==> src/hdl/tcd_defines.vh <==
/*
 * register offsets, field positions, reset values and encodings of the
 * two channel transfer engine. assumes byte-wide register port.
 */
`ifndef TCD_DEFINES_VH
`define TCD_DEFINES_VH

// ----------------------------------------------------------------
// register offsets
// ----------------------------------------------------------------
`define TCD_OFS_SRC_LOW     8'h20
`define TCD_OFS_SRC_MID     8'h21
`define TCD_OFS_SRC_TOP     8'h22
`define TCD_OFS_DST_LOW     8'h23
`define TCD_OFS_DST_MID     8'h24
`define TCD_OFS_DST_TOP     8'h25
`define TCD_OFS_C0_CNT_LOW  8'h26
`define TCD_OFS_C0_CNT_HIGH 8'h27
`define TCD_OFS_MEM_LOW     8'h28
`define TCD_OFS_MEM_MID     8'h29
`define TCD_OFS_MEM_TOP     8'h2a
`define TCD_OFS_C1_CNT_LOW  8'h2b
`define TCD_OFS_C1_CNT_HIGH 8'h2c
`define TCD_OFS_ROUTING     8'h2d
`define TCD_OFS_MODE        8'h2e
`define TCD_OFS_CONTROL     8'h2f
`define TCD_OFS_STATUS      8'h30

// ----------------------------------------------------------------
// field positions
// ----------------------------------------------------------------
`define TCD_RT_ALT_EN       7
`define TCD_RT_ALT_FF       6
`define TCD_MODE_BURST      1
`define TCD_CTL_DIR         1
`define TCD_CTL_EN0         2
`define TCD_CTL_EN1         3

// ----------------------------------------------------------------
// encodings and reset values
// ----------------------------------------------------------------
`define TCD_REQ_EXT0        2'b00
`define TCD_REQ_SER0        2'b01
`define TCD_REQ_SER1        2'b10
`define TCD_REQ_EXT1        2'b11
`define TCD_AM_INC          2'b00
`define TCD_AM_DEC          2'b01
`define TCD_AM_MFIX         2'b10
`define TCD_AM_IOFIX        2'b11
`define TCD_RST_BYTE        8'h00
`define TCD_RST_ADDR        20'h00000
`define TCD_RST_CNT         16'h0000

`endif

==> src/hdl/tcd_dma_route.v <==
/*
 * two channel transfer engine: registers, request routing, alternation
 * flip-flop, address stepping and byte counting.
 * assumes a byte-wide register port on core_clk and request pins from
 * outside the clock domain; serial requests come from same-clock logic.
 *
 * register map, every register one byte:
 *   20h-22h  channel 0 source address
 *   23h-25h  channel 0 destination address
 *   26h-27h  channel 0 byte count
 *   28h-2ah  channel 1 memory address
 *   2bh-2ch  channel 1 byte count
 *   2dh      routing and alternation
 *   2eh      channel 0 address modes and burst
 *   2fh      direction and channel enables
 *   30h      status, read only
 *
 * limitations: channel 1 always counts its address up,
 * burst exists for channel 0 only, a zero count moves
 * nothing, and pin requests lag two cycles behind the pin.
 * the port never stalls and unmapped offsets read as zero.
 * both channel ends in one cycle leave the flip-flop alone.
 */
// Summary of operation
// channel 0 source top register bits 17:16 pick ext0, serial0 receive, serial1 receive or ext1.
// channel 0 destination top register bits 17:16 pick ext0, serial0 transmit, serial1 transmit or ext1.
// channel 0 source address is twenty bits over three byte registers at 20h to 22h.
// channel 0 byte count is sixteen bits at 26h low and 27h high.
// channel 1 memory address is twenty bits at 28h to 2ah, top nibble low in 2ah.
// channel 1 has its own sixteen bit byte count in low and high registers.
// software sets alternation only when both channels share one request source.
// with alternation on, channel 0 transfer end sets the flip-flop so only channel 1 sees the request.
// channel 1 transfer end clears the flip-flop so only channel 0 sees the request.
// with different sources, channel 0 request is forced onto channel 1 after the flip-flop sets.
// routing bit 6 is the flip-flop: 0 presents the request to channel 0, 1 to channel 1.
// with alternation on, a channel 0 end sets the select bit and a channel 1 end clears it.
// software writes zeros to routing bits 5 to 3.
// channel 1 request from routing bits 2:0 with direction: ext1, serial0, serial1, ext0.
// software avoids channel 1 select codes 100 to 111.
// address modes increment, decrement, fixed, io fixed; mode bit picks cycle steal or burst.
// each byte decrements the count and the last byte gives transfer end.
`include "tcd_defines.vh"

module tcd_dma_route
(
    // clock and reset
    input  wire        core_clk,
    input  wire        sys_rst,

    // register port
    input  wire [7:0]  reg_addr,
    input  wire [7:0]  reg_wdata,
    input  wire        reg_wr,
    input  wire        reg_rd,
    output reg  [7:0]  reg_rdata_ff,

    // request inputs
    input  wire        serial_clk0_or_ext_request_0,
    input  wire        ext_request_1_n,
    input  wire        ser0_rx_req,
    input  wire        ser0_tx_req,
    input  wire        ser1_rx_req,
    input  wire        ser1_tx_req,

    // transfer outputs
    output reg         ch0_xfer_ff,
    output reg         ch1_xfer_ff,
    output reg  [19:0] ch0_src_ff,
    output reg  [19:0] ch0_dst_ff,
    output reg  [19:0] ch1_mem_ff,
    output reg         transfer_end_ch0_ff,
    output reg         transfer_end_ch1_ff
);

    // ----------------------------------------------------------------
    // register storage
    // ----------------------------------------------------------------
    // top bytes keep bits 7:4 for read back
    reg  [7:0]  src_top_ff;
    reg  [7:0]  dst_top_ff;
    reg  [7:0]  mem_top_ff;

    // byte counters
    reg  [15:0] ch0_cnt_ff;
    reg  [15:0] ch1_cnt_ff;

    // control bytes
    reg  [7:0]  routing_ff;
    reg  [7:0]  mode_ff;
    reg  [7:0]  control_ff;

    // synchroniser stages
    reg  [1:0]  sync0_ff;
    reg  [1:0]  sync1_ff;

    // burst and status state
    reg         busy0_ff;
    reg         busy1_ff;

    // ----------------------------------------------------------------
    // pin synchronisers
    // ----------------------------------------------------------------
    // two stages: the first stage feeds only the second
    always @(posedge core_clk or posedge sys_rst)
    begin
        if (sys_rst)
        begin
            sync0_ff <= 2'b00;
            sync1_ff <= 2'b00;
        end
        else
        begin
            sync0_ff <= {sync0_ff[0], serial_clk0_or_ext_request_0};
            sync1_ff <= {sync1_ff[0], ~ext_request_1_n};
        end
    end

    // only the second stage is read; pin 1 was inverted ahead of the first
    wire ext0_req = sync0_ff[1];
    wire ext1_req = sync1_ff[1];

    // ----------------------------------------------------------------
    // request routing
    // ----------------------------------------------------------------
    reg  src0_req;
    reg  dst0_req;
    reg  sel1_req;
    wire dir1 = control_ff[`TCD_CTL_DIR];

    // source side picks receive requests, destination side transmit
    always @*
    begin
        // channel 0 source side: receive requests
        case (src_top_ff[1:0])
            `TCD_REQ_EXT0: src0_req = ext0_req;
            `TCD_REQ_SER0: src0_req = ser0_rx_req;
            `TCD_REQ_SER1: src0_req = ser1_rx_req;
            default:       src0_req = ext1_req;
        endcase

        // channel 0 destination side: transmit requests
        case (dst_top_ff[1:0])
            `TCD_REQ_EXT0: dst0_req = ext0_req;
            `TCD_REQ_SER0: dst0_req = ser0_tx_req;
            `TCD_REQ_SER1: dst0_req = ser1_tx_req;
            default:       dst0_req = ext1_req;
        endcase

        // reserved codes 1xx route nothing, so a stray write cannot start cycles
        case (routing_ff[2:0])
            3'b000:  sel1_req = ext1_req;
            3'b001:  sel1_req = dir1 ? ser0_rx_req : ser0_tx_req;
            3'b010:  sel1_req = dir1 ? ser1_rx_req : ser1_tx_req;
            3'b011:  sel1_req = ext0_req;
            default: sel1_req = 1'b0;
        endcase
    end

    // channel 0 is a memory to io or io to memory mover: an io fixed source takes the destination side's request
    wire raw0_req = (mode_ff[3:2] == `TCD_AM_IOFIX) ? dst0_req : src0_req;
    // routing bit 7 enables alternation, bit 6 is the flip-flop
    wire alt_en   = routing_ff[`TCD_RT_ALT_EN];
    wire alt_ff   = routing_ff[`TCD_RT_ALT_FF];

    // channel 1's own select code is ignored while alternating
    // when alternating, the channel 0 request is the shared one and moves with the flip-flop
    wire req0 = alt_en ? (raw0_req & ~alt_ff) : raw0_req;
    wire req1 = alt_en ? (alt_ff ? raw0_req : 1'b0) : sel1_req;

    // ----------------------------------------------------------------
    // transfer engine
    // ----------------------------------------------------------------
    // the count still holds one while its last byte moves
    wire last0 = (ch0_cnt_ff == 16'h0001);
    wire last1 = (ch1_cnt_ff == 16'h0001);

    wire burst0 = mode_ff[`TCD_MODE_BURST];
    // burst keeps going while enabled; cycle steal needs a request per byte
    wire go0 = control_ff[`TCD_CTL_EN0] & (ch0_cnt_ff != `TCD_RST_CNT)
               & (req0 | (burst0 & busy0_ff)) & ~ch0_xfer_ff;
    // channel 1 has no burst: every byte needs its own request
    wire go1 = control_ff[`TCD_CTL_EN1] & (ch1_cnt_ff != `TCD_RST_CNT)
               & req1 & ~ch1_xfer_ff;
    reg  [19:0] nxt_src;
    reg  [19:0] nxt_dst;

    // both fixed codes hold the address: io fixed on the source also selects the destination request
    always @*
    begin
        case (mode_ff[3:2])
            `TCD_AM_INC: nxt_src = ch0_src_ff + 20'h00001;
            `TCD_AM_DEC: nxt_src = ch0_src_ff - 20'h00001;
            default:     nxt_src = ch0_src_ff;
        endcase
        case (mode_ff[5:4])
            `TCD_AM_INC: nxt_dst = ch0_dst_ff + 20'h00001;
            `TCD_AM_DEC: nxt_dst = ch0_dst_ff - 20'h00001;
            default:     nxt_dst = ch0_dst_ff;
        endcase
    end

    // writes are never held off by a transfer
    wire wsel = reg_wr;

    // ----------------------------------------------------------------
    // registers and counters
    // ----------------------------------------------------------------
    // a byte moved in the same cycle as a software write: the write wins for data,
    // but the flip-flop set/clear from a channel end wins over a software write
    always @(posedge core_clk or posedge sys_rst)
    begin
        if (sys_rst)
        begin
            ch0_src_ff          <= `TCD_RST_ADDR;
            ch0_dst_ff          <= `TCD_RST_ADDR;
            ch1_mem_ff          <= `TCD_RST_ADDR;
            src_top_ff          <= `TCD_RST_BYTE;
            dst_top_ff          <= `TCD_RST_BYTE;
            mem_top_ff          <= `TCD_RST_BYTE;
            ch0_cnt_ff          <= `TCD_RST_CNT;
            ch1_cnt_ff          <= `TCD_RST_CNT;

            routing_ff          <= `TCD_RST_BYTE;
            mode_ff             <= `TCD_RST_BYTE;
            control_ff          <= `TCD_RST_BYTE;

            ch0_xfer_ff         <= 1'b0;
            ch1_xfer_ff         <= 1'b0;
            busy0_ff            <= 1'b0;
            busy1_ff            <= 1'b0;
            transfer_end_ch0_ff <= 1'b0;
            transfer_end_ch1_ff <= 1'b0;
        end
        else
        begin
            // one pulse per byte, the end pulse rides on the last one
            ch0_xfer_ff         <= go0;
            ch1_xfer_ff         <= go1;
            transfer_end_ch0_ff <= go0 & last0;
            transfer_end_ch1_ff <= go1 & last1;
            busy0_ff            <= go0 ? ~last0 : busy0_ff & control_ff[`TCD_CTL_EN0];
            busy1_ff            <= go1 ? ~last1 : 1'b0;

            // a moved byte steps address and count
            if (go0)
            begin
                ch0_cnt_ff <= ch0_cnt_ff - 16'h0001;
                ch0_src_ff <= nxt_src;
                ch0_dst_ff <= nxt_dst;
            end

            // channel 1 address always counts up
            if (go1)
            begin
                ch1_cnt_ff <= ch1_cnt_ff - 16'h0001;
                ch1_mem_ff <= ch1_mem_ff + 20'h00001;
            end

            // software writes; source and destination top bytes also carry the routing codes
            if (wsel)
            begin
                case (reg_addr)
                    `TCD_OFS_SRC_LOW:     ch0_src_ff[7:0]   <= reg_wdata;
                    `TCD_OFS_SRC_MID:     ch0_src_ff[15:8]  <= reg_wdata;
                    `TCD_OFS_SRC_TOP:
                    begin
                        ch0_src_ff[19:16] <= reg_wdata[3:0];
                        src_top_ff        <= reg_wdata;
                    end
                    `TCD_OFS_DST_LOW:     ch0_dst_ff[7:0]   <= reg_wdata;
                    `TCD_OFS_DST_MID:     ch0_dst_ff[15:8]  <= reg_wdata;
                    `TCD_OFS_DST_TOP:
                    begin
                        ch0_dst_ff[19:16] <= reg_wdata[3:0];
                        dst_top_ff        <= reg_wdata;
                    end
                    `TCD_OFS_C0_CNT_LOW:  ch0_cnt_ff[7:0]   <= reg_wdata;
                    `TCD_OFS_C0_CNT_HIGH: ch0_cnt_ff[15:8]  <= reg_wdata;
                    `TCD_OFS_MEM_LOW:     ch1_mem_ff[7:0]   <= reg_wdata;
                    `TCD_OFS_MEM_MID:     ch1_mem_ff[15:8]  <= reg_wdata;
                    `TCD_OFS_MEM_TOP:
                    begin
                        ch1_mem_ff[19:16] <= reg_wdata[3:0];
                        mem_top_ff        <= reg_wdata;
                    end
                    `TCD_OFS_C1_CNT_LOW:  ch1_cnt_ff[7:0]   <= reg_wdata;
                    `TCD_OFS_C1_CNT_HIGH: ch1_cnt_ff[15:8]  <= reg_wdata;
                    `TCD_OFS_ROUTING:     routing_ff        <= reg_wdata;
                    `TCD_OFS_MODE:        mode_ff           <= reg_wdata;
                    `TCD_OFS_CONTROL:     control_ff        <= reg_wdata;
                    default:              ;
                endcase
            end

            // channel ends step the flip-flop, winning over a same-cycle write
            if (alt_en & (go0 & last0) & ~(go1 & last1))
                routing_ff[`TCD_RT_ALT_FF] <= 1'b1;
            else if (alt_en & (go1 & last1) & ~(go0 & last0))
                routing_ff[`TCD_RT_ALT_FF] <= 1'b0;
        end
    end

    // ----------------------------------------------------------------
    // read port
    // ----------------------------------------------------------------
    // unmapped offsets read as zero; data stands one cycle after the strobe
    always @(posedge core_clk or posedge sys_rst)
    begin
        if (sys_rst)
            reg_rdata_ff <= `TCD_RST_BYTE;
        else if (reg_rd)
        begin
            case (reg_addr)
                `TCD_OFS_SRC_LOW:     reg_rdata_ff <= ch0_src_ff[7:0];
                `TCD_OFS_SRC_MID:     reg_rdata_ff <= ch0_src_ff[15:8];
                `TCD_OFS_SRC_TOP:     reg_rdata_ff <= {src_top_ff[7:4], ch0_src_ff[19:16]};
                `TCD_OFS_DST_LOW:     reg_rdata_ff <= ch0_dst_ff[7:0];
                `TCD_OFS_DST_MID:     reg_rdata_ff <= ch0_dst_ff[15:8];
                `TCD_OFS_DST_TOP:     reg_rdata_ff <= {dst_top_ff[7:4], ch0_dst_ff[19:16]};
                `TCD_OFS_C0_CNT_LOW:  reg_rdata_ff <= ch0_cnt_ff[7:0];
                `TCD_OFS_C0_CNT_HIGH: reg_rdata_ff <= ch0_cnt_ff[15:8];
                `TCD_OFS_MEM_LOW:     reg_rdata_ff <= ch1_mem_ff[7:0];
                `TCD_OFS_MEM_MID:     reg_rdata_ff <= ch1_mem_ff[15:8];
                `TCD_OFS_MEM_TOP:     reg_rdata_ff <= {mem_top_ff[7:4], ch1_mem_ff[19:16]};
                `TCD_OFS_C1_CNT_LOW:  reg_rdata_ff <= ch1_cnt_ff[7:0];
                `TCD_OFS_C1_CNT_HIGH: reg_rdata_ff <= ch1_cnt_ff[15:8];
                `TCD_OFS_ROUTING:     reg_rdata_ff <= routing_ff;
                `TCD_OFS_MODE:        reg_rdata_ff <= mode_ff;
                `TCD_OFS_CONTROL:     reg_rdata_ff <= control_ff;
                // status shows the routed requests and the busy state
                `TCD_OFS_STATUS:      reg_rdata_ff <= {4'h0, busy1_ff, busy0_ff, req1, req0};
                default:              reg_rdata_ff <= `TCD_RST_BYTE;
            endcase
        end
        // no strobe: the data lines return to zero
        else
            reg_rdata_ff <= `TCD_RST_BYTE;
    end

endmodule // tcd_dma_route

==> config.mk <==
export PLATFORM = sky130hd
export DESIGN_NAME = tcd_dma_route
export DESIGN_NICKNAME = d
export VERILOG_FILES = /design/src/hdl/tcd_dma_route.v
export VERILOG_INCLUDE_DIRS = /design/src /design/src/hdl
export SDC_FILE = /design/constraint.sdc
export NUM_CORES = 1
export LEC_CHECK = 0
export BUFFER_PORTS_ARGS = -buffer_cell sky130_fd_sc_hd__buf_2
export CORE_UTILIZATION = 35
export CTS_CLUSTER_DIAMETER = 200
export CTS_CLUSTER_SIZE = 14
export DETAILED_ROUTE_END_ITERATION = 12
export GPL_TIMING_DRIVEN = 0
export MAX_ROUTING_LAYER = met4
export PLACE_DENSITY = 0.5
export RECOVER_POWER = 100
export SETUP_SLACK_MARGIN = 0.05
export SKIP_CTS_REPAIR_TIMING = 1
export SYNTH_ARGS = -nofsm -noshare
export SYNTH_HDL_FRONTEND = slang
export SYNTH_SLANG_ARGS = --single-unit
==> constraint.sdc <==
create_clock -name core_clk -period 6 [get_ports core_clk]
set_input_delay 1.2 -clock core_clk [delete_from_list [all_inputs] [get_ports core_clk]]
set_output_delay 1.2 -clock core_clk [all_outputs]
set_load 0.01 [all_outputs]
==> results.txt, run 1 <==
Mapped Cells -> 1111
Die W -> 167.8 um
H-tree Lvls -> 4
FILL cells -> 2817
Core area -> 0.02695 mm2
Violated checks -> capacitance limit, slew limit
Drt via density -> 5.808
Commonest cells after routing, fill and taps aside -> clkbuf_1 (154), dfrtp_1 (150), nor2_1 (126)
Finish-stage setup viols -> 0
Antenna-violating nets left -> 0
Vias in the first global route -> 8681
CP delay by family, top -> simple AND/OR/NAND/NOR gates
Outcome -> complete, but fails checks
DP Wirelength -> 27550 um
VDD IR max -> 0.0001496 V
Sink Count -> 150
Final setup margin -> 1.707 ns
Critical Path Source Type -> input pin
Final Hold Vio Count -> 0
# diodes -> 0
Mean Syn Cell Area -> 8.663 um2
Hold depth -> 0
Worst Tran Pin Value -> 2.684 ns
Placed Area -> 0.01055 mm2
Die Area -> 0.02817 mm2
Largest net degree at the start of global routing -> 96
Crit share post-route -> 0.7154
Final Instance Area -> 0.01099 mm2
Leakage power -> 4.400 nW
Most frequent cell on the critical path -> clkbuf_1
Clk root buf -> clkbuf_16
Layout Skew -> 0.01052 ns
Min cycle time layout -> 4.293 ns
Synth top area cells -> dfrtp_1 (39%), mux2_2 (4.9%), nor2_1 (4.9%), nand2_1 (4.9%), xnor2_1 (4.6%)
RSZ-0062 raised after global routing -> no
Most common cell after layout, fill and taps aside -> clkbuf_1
Total Power -> 3.240 mW
Share of cells above drive strength 1 -> 0.09960
CTS tree -> built
Post-synth EDFFs -> 0
Site Rows -> 60
Height of the die -> 167.8 um
Post-Synthesis Net Count -> 1144
Setup Slack @ Placement -> 1.493 ns
Power Density -> 294.7 mW/mm2
Fmax -> 233.0 MHz
Final-stage net count -> 1257
Inserted Clock Buffers -> 17
Buf/Inv on CP -> 3
GRT Util Overall -> 0.2806
Reg2reg path depth -> 12
Setup crit end kind -> flop
First-pass iteration count of the detailed router -> 6
Final Slew Violations -> 56
Area leader, netlist -> dfrtp_1
Max Cap Violations -> 1
Clock Path Buffers -> 2
Gp weighted congestion -> 0.9803
Seq/Total Area, Yosys -> 0.3900
Yosys Warn Count -> 0
Routed vias -> 9154
Critical path arrival -> 4.61 ns
Top-area cell type share of the netlist area -> 0.3900
Drt drc -> 0
DR iter-0 viols -> 876
CP Data Required Time -> 6.32 ns
Area Growth Syn to Fin -> 14.24%
Initial Utilization -> 0.3571
First-pass GRT wire length -> 56520 um
Main synth FF type -> dfrtp_1
Hold Path Class -> flop to flop
# port buffers -> 93
Netlist cell types -> 69
Worst Path Max Fanout -> 10
Antenna violations before repair -> 0
Ports -> 98
Worst path depth -> 8
Worst-path clk slew -> 0.06 ns
Slowest CP cell -> nor4b_1
Gr ovfl total -> 0
Worst Hold Slack -> 0.3573 ns
Synthesized cell area -> 0.009624 mm2
Total Wirelength -> 37930 um
Clock Latency Late Sink -> 0.44 ns
Critical path class -> input pin to flop
CP Cell Sequence -> clkbuf_1, nor4b_1, clkbuf_1, nand2_1, nor2_1, nand3_1, clkbuf_1, mux2_2
Wire length per cell -> 24.06 um
Slowest stage delay, CP -> 0.70 ns
Rel. slew slack -> -0.7993
Async S/R FF share, synth -> 1.000
Yosys reg bits -> 150
==> report_power, final <==
group	internal, mW	switching [mW]
sequential	1.14	0.227
combinational	0.312	0.483
clock	0.611	0.467
total	2.06	1.18
==> path summary, 6_finish.rpt <==
check	from	to	slack [ns]
min reg2reg	sync0_ff[0]$_DFF_PP0_	sync0_ff[1]$_DFF_PP0_	0.36
max in group asynchronous	sys_rst	mem_top_ff[7]$_DFFE_PP0P_	3.16
min in group asynchronous	sys_rst	ch0_cnt_ff[1]$_DFF_PP0_	1.51
min	sync0_ff[0]$_DFF_PP0_	sync0_ff[1]$_DFF_PP0_	0.36
max reg2reg	mode_ff[5]$_DFFE_PP0P_	ch0_dst_ff[12]$_DFF_PP0_	1.98
max	reg_addr[4]	dst_top_ff[7]$_DFFE_PP0P_	1.71
==> synthesized netlist by cell type (19+ instances only) <==
master	count
nand3_1	45
a21oi_1	86
xor2_1	35
clkbuf_1	72
mux2i_1	24
nor4_1	24
mux2_2	42
nor3_1	27
xnor2_1	51
nand2_1	125
nor2_1	126
nand4_1	19
o21ai_0	53
dfrtp_1	150
==> flip-flops by register name, summed over array words and instances (netlist names) <==
register             cells
busy1_ff                 1
ch1_mem_ff              20
transfer_end_ch0_ff      1
ch1_xfer_ff              1
routing_ff               8
sync1_ff                 2
control_ff               8
ch0_cnt_ff              16
busy0_ff                 1
mem_top_ff               4
mode_ff                  8
ch0_src_ff              20
ch1_cnt_ff              16
ch0_xfer_ff              1
reg_rdata_ff             8
dst_top_ff               6
transfer_end_ch1_ff      1
src_top_ff               6
sync0_ff                 2
ch0_dst_ff              20
==> routing by layer <==
metal,share of wire,up-vias,GRT usage
li1,-,4203,-
met3,0.048,64,0.03409
met5,0,-,-
met2,0.44,310,0.4185
met4,0.032,0,0.09733
met1,0.48,4577,0.3926
==> stage by stage <==
stage               cells  TNS, ns    util
floorplan            1111        0       -
global placement     1545  -198.94  0.3902
detailed placement   1546        0  0.3915
CTS                  1576        0  0.4123
global route         1576        0  0.4079
finish               1576        0  0.4079
==> cell families (layout without fill, tap and decap cells) <==
family,Yosys count,after routing,synth area share
flip-flops,150,150,0.3900
AO/OA/AOI/OAI,220,220,0.1390
AND/OR/NAND/NOR,466,466,0.2387
XOR/XNOR,86,86,0.07826
adder cells (fa/ha/maj),7,7,0.009100
buffers and inverters,104,228,0.04277
multiplexers,78,78,0.1022
==> layout make-up <==
class	count	area, um2	area share
inverter	19	73.82	0.006714
clock buffer	19	432.9	0.03938
sequential	150	3754	0.3414
timing repair buffer	94	400.4	0.03642
buffer	85	320.3	0.02913
tap	341	426.7	0.03881
clock inverter	11	127.6	0.01161
multi-input combinational	857	5459	0.4965
==> worst reg2reg max path: stages, from the launching register on <==
cell      delay (ns)
dfrtp_1         0.55
nand2b_1        0.29
clkbuf_1        0.45
clkbuf_1        0.48
xnor2_1         0.13
ha_1            0.26
or3_1           0.39
o21a_1          0.21
o21ai_0         0.52
mux2i_1         0.27
nand2_1         0.09
xor2_1          0.17
a21oi_1         0.16
Note: power is estimated with default switching activity, not from simulation.
==> inputs of run 2 (changes only) <==
--- a/config.mk
+++ b/config.mk
@@ -6,6 +6,7 @@
 export SDC_FILE = /design/constraint.sdc
 export NUM_CORES = 1
 export LEC_CHECK = 0
+export ABC_AREA = 1
 export BUFFER_PORTS_ARGS = -buffer_cell sky130_fd_sc_hd__buf_2
 export CORE_UTILIZATION = 35
 export CTS_CLUSTER_DIAMETER = 200
@@ -13,7 +14,7 @@
 export DETAILED_ROUTE_END_ITERATION = 12
 export GPL_TIMING_DRIVEN = 0
 export MAX_ROUTING_LAYER = met4
-export PLACE_DENSITY = 0.5
+export PLACE_DENSITY = 0.52
 export RECOVER_POWER = 100
 export SETUP_SLACK_MARGIN = 0.05
 export SKIP_CTS_REPAIR_TIMING = 1
==> constraint.sdc (replaced) <==
create_clock -name core_clk -period 3.5 [get_ports core_clk]
set_input_delay 0.7 -clock core_clk [delete_from_list [all_inputs] [get_ports core_clk]]
set_output_delay 0.7 -clock core_clk [all_outputs]
set_load 0.01 [all_outputs]
==> run 2 against run 1 <==
The run still ends with capacitance limit, slew limit left. Flip-flop and latch count unchanged. Power up 110%. Critical path depth up 5. Routed wire length up 16%. Sequential power up 78%. Largest power group unchanged. Clock power up 91%. Final area up 12%. Largest cell class unchanged. Worst hold slack worse by 0.18 ns.
==> results.txt, run 2 <==
Worst Path Max Fanout -> 10 (unchanged)
H-tree Lvls -> 4 (unchanged)
Final Hold Vio Count -> 0 (unchanged)
RSZ-0062 raised after global routing -> no (unchanged)
Critical path class -> flop to flop (was input pin to flop)
Power Density -> 554.9 mW/mm2 (was 294.7 mW/mm2)
Clock Latency Late Sink -> 0.44 ns (about the same)
Netlist cell types -> 46 (was 69)
Clock network power share -> 0.301 (was 0.333)
Area leader, netlist -> dfrtp_1 (unchanged)
Core area -> 0.03003 mm2 (was 0.02695 mm2)
Gp weighted congestion -> 0.9652 (was 0.9803)
# diodes -> 0 (unchanged)
Leakage power -> 5.888 nW (was 4.400 nW)
Site Rows -> 63 (was 60)
Inserted Clock Buffers -> 17 (unchanged)
Rel. slew slack -> -0.5281 (was -0.7993)
Total Wirelength -> 44000 um (was 37930 um)
Main synth FF type -> dfrtp_1 (unchanged)
Height of the die -> 177.8 um (was 167.8 um)
Die Area -> 0.03160 mm2 (was 0.02817 mm2)
Worst-path clk slew -> 0.07 ns (was 0.06 ns)
Post-Synthesis Net Count -> 1640 (was 1144)
Top flop regs -> ch0_dst_ff: 20 flops, ch0_src_ff: 20 flops, ch1_mem_ff: 20 flops (unchanged)
Pint -> 3.937 mW (was 2.062 mW)
Mapped Cells -> 1607 (was 1111)
Max Cap Violations -> 2 (was 1)
Clk root buf -> clkbuf_16 (unchanged)
Post-synth EDFFs -> 0 (unchanged)
CP Data Required Time -> 3.85 ns (was 6.32 ns)
Share of cells above drive strength 1 -> 0.06555 (was 0.09960)
Outcome -> complete, but fails checks (unchanged)
Vias in the first global route -> 11020 (was 8681)
Drt via density -> 5.496 (was 5.808)
Synthesized cell area -> 0.01081 mm2 (was 0.009624 mm2)
FILL cells -> 3319 (was 2817)
Setup crit end kind -> flop (unchanged)
Most frequent cell after synthesis -> nand2_1 (was dfrtp_1)
DR iter-0 viols -> 1001 (was 876)
Top post-synthesis cells by count -> nand2_1 (415), inv_1 (231), dfrtp_1 (150), nor2_1 (130), o21ai_0 (128) (was dfrtp_1 (150), nor2_1 (126), nand2_1 (125), a21oi_1 (86), clkbuf_1 (72))
Async S/R FF share, synth -> 1.000 (unchanged)
First-pass iteration count of the detailed router -> 6 (unchanged)
Mean Syn Cell Area -> 6.729 um2 (was 8.663 um2)
Finish-stage setup viols -> 0 (unchanged)
Gr ovfl total -> 0 (unchanged)
Switching Share -> 0.4243 (was 0.3636)
Largest net degree at the start of global routing -> 40 (was 96)
Most common cell after layout, fill and taps aside -> nand2_1 (was clkbuf_1)
Crit share post-route -> 0.8762
Min cycle time layout -> 3.067 ns
Seq/Total Area, Yosys -> 0.3471 (was 0.3900)
CTS tree -> built (unchanged)
Top-area cell type share of the netlist area -> 0.3471 (was 0.3900)
Logic pwr share -> 0.342 (was 0.245)
Final-stage net count -> 1759 (was 1257)
Final TNS setup -> 0 ns (unchanged)
Seq pwr share -> 0.356 (was 0.422)
Antenna-violating nets left -> 0 (unchanged)
Area of the multi-input gates -> 0.005862 mm2 (was 0.005459 mm2)
Wire length per cell -> 20.67 um (was 24.06 um)
Die W -> 177.8 um (was 167.8 um)
First-pass GRT wire length -> 66030 um (was 56520 um)
Layout Skew -> 0.01596 ns (was 0.01052 ns)
Yosys Warn Count -> 0 (unchanged)
Violated checks -> capacitance limit, slew limit (unchanged)
Commonest cells after routing, fill and taps aside -> nand2_1 (416), inv_1 (233), dfrtp_1 (150) (was clkbuf_1 (154), dfrtp_1 (150), nor2_1 (126))
Register area -> 0.003754 mm2 (unchanged)
Psw -> 2.902 mW (was 1.178 mW)
Initial Utilization -> 0.3601 (was 0.3571)
Routed vias -> 11700 (was 9154)
VDD IR max -> 0.0002605 V (was 0.0001496 V)
# port buffers -> 96 (was 93)
Final Slew Violations -> 76 (was 56)
Fmax -> 326.1 MHz
DP Wirelength -> 33690 um (was 27550 um)
Ports -> 98 (unchanged)
Critical Path Source Type -> flop (was input pin)
Worst Tran Pin Value -> 2.292 ns (was 2.684 ns)
GRT Util Overall -> 0.2913 (was 0.2806)
Synth top area cells -> dfrtp_1 (35%), nand2_1 (14%), inv_1 (8.0%), o21ai_0 (5.9%), nor2_1 (4.5%) (was dfrtp_1 (39%), mux2_2 (4.9%), nor2_1 (4.9%), nand2_1 (4.9%), xnor2_1 (4.6%))
Non-Filler Instances -> 2129 (was 1576)
Drt drc -> 0 (unchanged)
Critical path arrival -> 3.42 ns (was 4.61 ns)
Clock Path Buffers -> 2 (unchanged)
Sink Count -> 150 (unchanged)
Cell Count Post-Placement -> 2097 (was 1546)
Antenna violations before repair -> 2 (was 0)
Area Growth Syn to Fin -> 13.95% (was 14.24%)
Hold Path Class -> input pin to asynchronous set/reset pin (was flop to flop)
Yosys reg bits -> 150 (unchanged)
-- run 2: changes by cell type after synthesis, sizes merged, moves of 32 or more --
cell and delta:
o22ai +32, xnor2 -40, nand3 +54, mux2 -42
o21ai +103, nand2 +305, clkbuf -57, inv +224
-- run 2: final cells by class --
class                           instances  area share
Inverter                              245     0.07473
Multi-Input combinational cell       1170      0.4757
Clock buffer                           18     0.03564
Sequential cell                       150      0.3046
Clock inverter                         14     0.01706
Timing Repair Buffer                  100     0.03543
Buffer                                 42     0.01726
Tap cell                              390     0.03960
-- run 2: power by group through the flow --
stage / clock network (mW) / logic (mW) / registers (mW)
after floorplan: 0 / 1.54 / 2.40
after global placement: 0 / 2.36 / 2.46
after detailed placement: 0 / 2.37 / 2.46
after CTS: 2.09 / 2.38 / 2.43
after global routing: 2.15 / 2.63 / 2.48
final: 2.06 / 2.34 / 2.44
-- run 2: cell families (layout without fill, tap and decap cells) --
group                    Yosys count  after routing  synth area share
AO/OA/AOI/OAI                    359            359            0.1956
XOR/XNOR                          57             57           0.04616
adder cells (fa/ha/maj)            7              7          0.008099
buffers and inverters            287            419            0.1077
flip-flops                       150            150            0.3471
AND/OR/NAND/NOR                  747            747            0.2953
-- run 2: critical path, cell delays in order, from the launching register on --
cell	delay (ns)
dfrtp_1	0.46
inv_1	0.17
ha_1	0.19
nand2_1	0.08
inv_1	0.09
nand2_1	0.05
nor2_1	0.13
nor3_1	0.06
nand2_1	0.40
nor2_1	0.13
inv_1	0.32
clkbuf_1	0.58
a21oi_1	0.14
a22oi_1	0.18
-- run 2: stage by stage --
step / instance area [um2] / utilization / hold slack, ns / setup slack [ns] / power [mW]
after floorplan: 10820 / - / 0.3312 / 0.9110 / 3.943
after detailed placement: 11870 / 0.3951 / 0.3364 / 0.6306 / 4.827
final: 12320 / 0.4103 / 0.1740 / 0.4332 / 6.838
after global routing: 12320 / 0.4103 / 0.1865 / 0.2910 / 7.262
after CTS: 12520 / 0.4167 / 0.1711 / 0.8649 / 6.899
after global placement: 11790 / 0.3925 / 0.3324 / -0.2491 / 4.816
-- run 2: path summary, 6_finish.rpt --
check,startpoint,end,slack (ns),cells past startpoint
setup / recovery,ch0_cnt_ff[0]$_DFF_PP0_,ch0_src_ff[15]$_DFF_PP0_,0.43,13
hold / removal,sys_rst,ch0_cnt_ff[11]$_DFF_PP0_,0.17,2
setup reg to reg,ch0_cnt_ff[0]$_DFF_PP0_,ch0_src_ff[15]$_DFF_PP0_,0.43,13
hold reg to reg,sync1_ff[0]$_DFF_PP0_,sync1_ff[1]$_DFF_PP0_,0.35,0
max in group asynchronous,sys_rst,ch1_mem_ff[11]$_DFF_PP0_,0.90,3
min in group core_clk,sync1_ff[0]$_DFF_PP0_,sync1_ff[1]$_DFF_PP0_,0.35,0
-- run 2: routing by layer --
metal / GRT usage / vias to the layer above / part of all wire
li1: - / 5594 / -
met1: 0.3972 / 5553 / 0.46
met2: 0.4412 / 473 / 0.44
met3: 0.04927 / 80 / 0.077
met4: 0.08440 / 0 / 0.025
met5: - / - / 0
==> inputs of run 3 (changes only) <==
--- a/config.mk
+++ b/config.mk
@@ -14,7 +14,7 @@
 export DETAILED_ROUTE_END_ITERATION = 12
 export GPL_TIMING_DRIVEN = 0
 export MAX_ROUTING_LAYER = met4
-export PLACE_DENSITY = 0.52
+export PLACE_DENSITY = 0.5
 export RECOVER_POWER = 100
 export SETUP_SLACK_MARGIN = 0.05
 export SKIP_CTS_REPAIR_TIMING = 1
==> constraint.sdc (replaced) <==
create_clock -name core_clk -period 3.7 [get_ports core_clk]
set_input_delay 0.74 -clock core_clk [delete_from_list [all_inputs] [get_ports core_clk]]
set_output_delay 0.74 -clock core_clk [all_outputs]
set_load 0.01 [all_outputs]
==> run 3 against run 2 <==
The run still ends with capacitance limit, slew limit left. Global-route usage rose by 1.2 points. Flip-flop and latch count did not move. Cell count unchanged. Via count up 0.38%. Register-to-register slack improved by 0.19 ns. Critical endpoint is now ch1_cnt_ff[4]$_DFF_PP0_.
==> results.txt, run 3 (synthesis gave the netlist of run 2 again) <==
Critical path class -> flop to flop (unchanged)
Die Area -> 0.03160 mm2 (unchanged)
Commonest cells after routing, fill and taps aside -> nand2_1 (416), inv_1 (234), o21ai_0 (150), dfrtp_1 (150), nor2_1 (135) (was nand2_1 (416), inv_1 (233), dfrtp_1 (150))
RSZ-0062 raised after global routing -> no (unchanged)
Power Density -> 517.7 mW/mm2 (was 554.9 mW/mm2)
Antenna violations before repair -> 2 (unchanged)
Initial Utilization -> 0.3601 (unchanged)
Gp weighted congestion -> 0.9592 (was 0.9652)
Clock Latency Late Sink -> 0.45 ns (was 0.44 ns)
Finish-stage setup viols -> 0 (unchanged)
Min cycle time layout -> 3.073 ns (was 3.067 ns)
Routed vias -> 11750 (was 11700)
Critical path arrival -> 3.35 ns (was 3.42 ns)
Ports -> 98 (unchanged)
Die W -> 177.8 um (unchanged)
Share of cells above drive strength 1 -> 0.06325 (was 0.06555)
Outcome -> complete, but fails checks (unchanged)
Worst Tran Pin Value -> 1.832 ns (was 2.292 ns)
Clock Path Buffers -> 2 (unchanged)
Antenna-violating nets left -> 0 (unchanged)
Max Cap Violations -> 2 (unchanged)
Top flop regs -> ch0_dst_ff: 20 flops, ch0_src_ff: 20 flops, ch1_mem_ff: 20 flops (unchanged)
Worst-path clk slew -> 0.06 ns (was 0.07 ns)
Clk root buf -> clkbuf_16 (unchanged)
GRT Util Overall -> 0.3032 (was 0.2913)
First-pass iteration count of the detailed router -> 6 (unchanged)
Vias in the first global route -> 11030 (was 11020)
Critical Path Source Type -> flop (unchanged)
Core area -> 0.03003 mm2 (unchanged)
# diodes -> 0 (unchanged)
Final-stage net count -> 1759 (unchanged)
Drt drc -> 0 (unchanged)
DP Wirelength -> 34710 um (was 33690 um)
Gr ovfl total -> 0 (unchanged)
Largest net degree at the start of global routing -> 36 (was 40)
DR iter-0 viols -> 1142 (was 1001)
Final Hold Vio Count -> 0 (unchanged)
Violated checks -> capacitance limit, slew limit (unchanged)
CTS tree -> built (unchanged)
Hold Path Class -> flop to flop (was input pin to asynchronous set/reset pin)
Layout Skew -> 0.01546 ns (was 0.01596 ns)
Fmax -> 325.4 MHz (was 326.1 MHz)
Final TNS setup -> 0 ns (unchanged)
Site Rows -> 63 (unchanged)
Rel. slew slack -> -0.2217 (was -0.5281)
Drt via density -> 5.517 (was 5.496)
Area Growth Syn to Fin -> 13.46% (was 13.95%)
Final Instance Area -> 0.01227 mm2 (was 0.01232 mm2)
Final Slew Violations -> 62 (was 76)
Inserted Clock Buffers -> 17 (unchanged)
First-pass GRT wire length -> 68920 um (was 66030 um)
Crit share post-route -> 0.8306 (was 0.8762)
Wire length per cell -> 21.32 um (was 20.67 um)
VDD IR max -> 0.0003013 V (was 0.0002605 V)
Worst Path Max Fanout -> 10 (unchanged)
# port buffers -> 96 (unchanged)
Leakage power -> 5.866 nW (was 5.888 nW)
Most common cell after layout, fill and taps aside -> nand2_1 (unchanged)
Placed Area -> 0.01187 mm2 (unchanged)
FILL cells -> 3327 (was 3319)
Setup crit end kind -> flop (unchanged)
Total Wirelength -> 45400 um (was 44000 um)
H-tree Lvls -> 4 (unchanged)
CP Data Required Time -> 3.98 ns (was 3.85 ns)
Height of the die -> 177.8 um (unchanged)
Sink Count -> 150 (unchanged)
Final Util -> 0.4085 (was 0.4103)
[run 3: cell count changes in the layout (fill, tap and decap cells not counted), moves of 2 or more]
cell | before | now
clkbuf_1 | 103 | 105
clkinv_4 | 1 | 4
clkinv_8 | 2 | 0
inv_8 | 4 | 0
o21ai_0 | 144 | 150
o21ai_1 | 10 | 4
[run 3: layer usage]
layer | global-route usage | up-vias | routed length [um]
met4 | 0.05947 | 0 | 508
met2 | 0.4660 | 396 | 20520
li1 | - | 5583 | -
met1 | 0.4294 | 5727 | 22010
met3 | 0.03342 | 39 | 2360
met5 | - | - | 0
[run 3: final cells by class]
class / instances / area (um2) / share of cell area
multi-input combinational: 1170 / 5859 / 0.4776
sequential: 150 / 3754 / 0.3059
inverter: 245 / 920.9 / 0.07506
tap: 390 / 488.0 / 0.03977
clock buffer: 20 / 456.7 / 0.03722
timing repair buffer: 100 / 437.9 / 0.03569
buffer: 42 / 210.2 / 0.01713
clock inverter: 12 / 142.6 / 0.01163
[run 3: critical path, stage by stage, from the launching register on]
cell and delay, ns:
dfrtp_1 0.55, nand2_1 0.20, a31oi_1 0.18, nand2_1 0.08, nand2_1 0.16, nand3_1 0.09, nand2_1 0.10, inv_1 0.06
nor2_1 0.14, clkbuf_1 0.43, clkbuf_1 0.57, nand3_1 0.14, nand3_1 0.12, o21ai_0 0.08
[run 3: final timing paths]
path                                        start  depth (start not counted)                        to  slack, ns
setup / recovery           mode_ff[2]$_DFFE_PP0P_                         13   ch1_cnt_ff[4]$_DFF_PP0_       0.63
hold / removal              sync1_ff[0]$_DFF_PP0_                          0     sync1_ff[1]$_DFF_PP0_       0.35
setup reg to reg           mode_ff[2]$_DFFE_PP0P_                         13   ch1_cnt_ff[4]$_DFF_PP0_       0.63
hold reg to reg             sync1_ff[0]$_DFF_PP0_                          0     sync1_ff[1]$_DFF_PP0_       0.35
max in group asynchronous                 sys_rst                          3  ch0_dst_ff[13]$_DFF_PP0_       0.96
min in group asynchronous                 sys_rst                          2  ch0_cnt_ff[11]$_DFF_PP0_       0.53
[run 3: power by group]
group | leakage, nW | switching (mW) | internal, mW | total (mW)
Clock | 0.292 | 0.783 | 1.04 | 1.82
Combinational | 3.82 | 1.54 | 0.687 | 2.22
Sequential | 1.75 | 0.387 | 1.92 | 2.30
Total | 5.87 | 2.71 | 3.64 | 6.35
[run 3: per-stage QoR]
step | total power, mW | setup slack, ns | hold WS [ns] | instances
floorplan | 3.730 | 1.071 | 0.3312 | 1607
global placement | 4.571 | -0.1504 | 0.3334 | 2093
detailed placement | 4.570 | 0.7738 | 0.3364 | 2097
CTS | 6.411 | 1.030 | 0.3511 | 2129
global route | 6.765 | 0.4254 | 0.3534 | 2129
finish | 6.351 | 0.6268 | 0.3479 | 2129
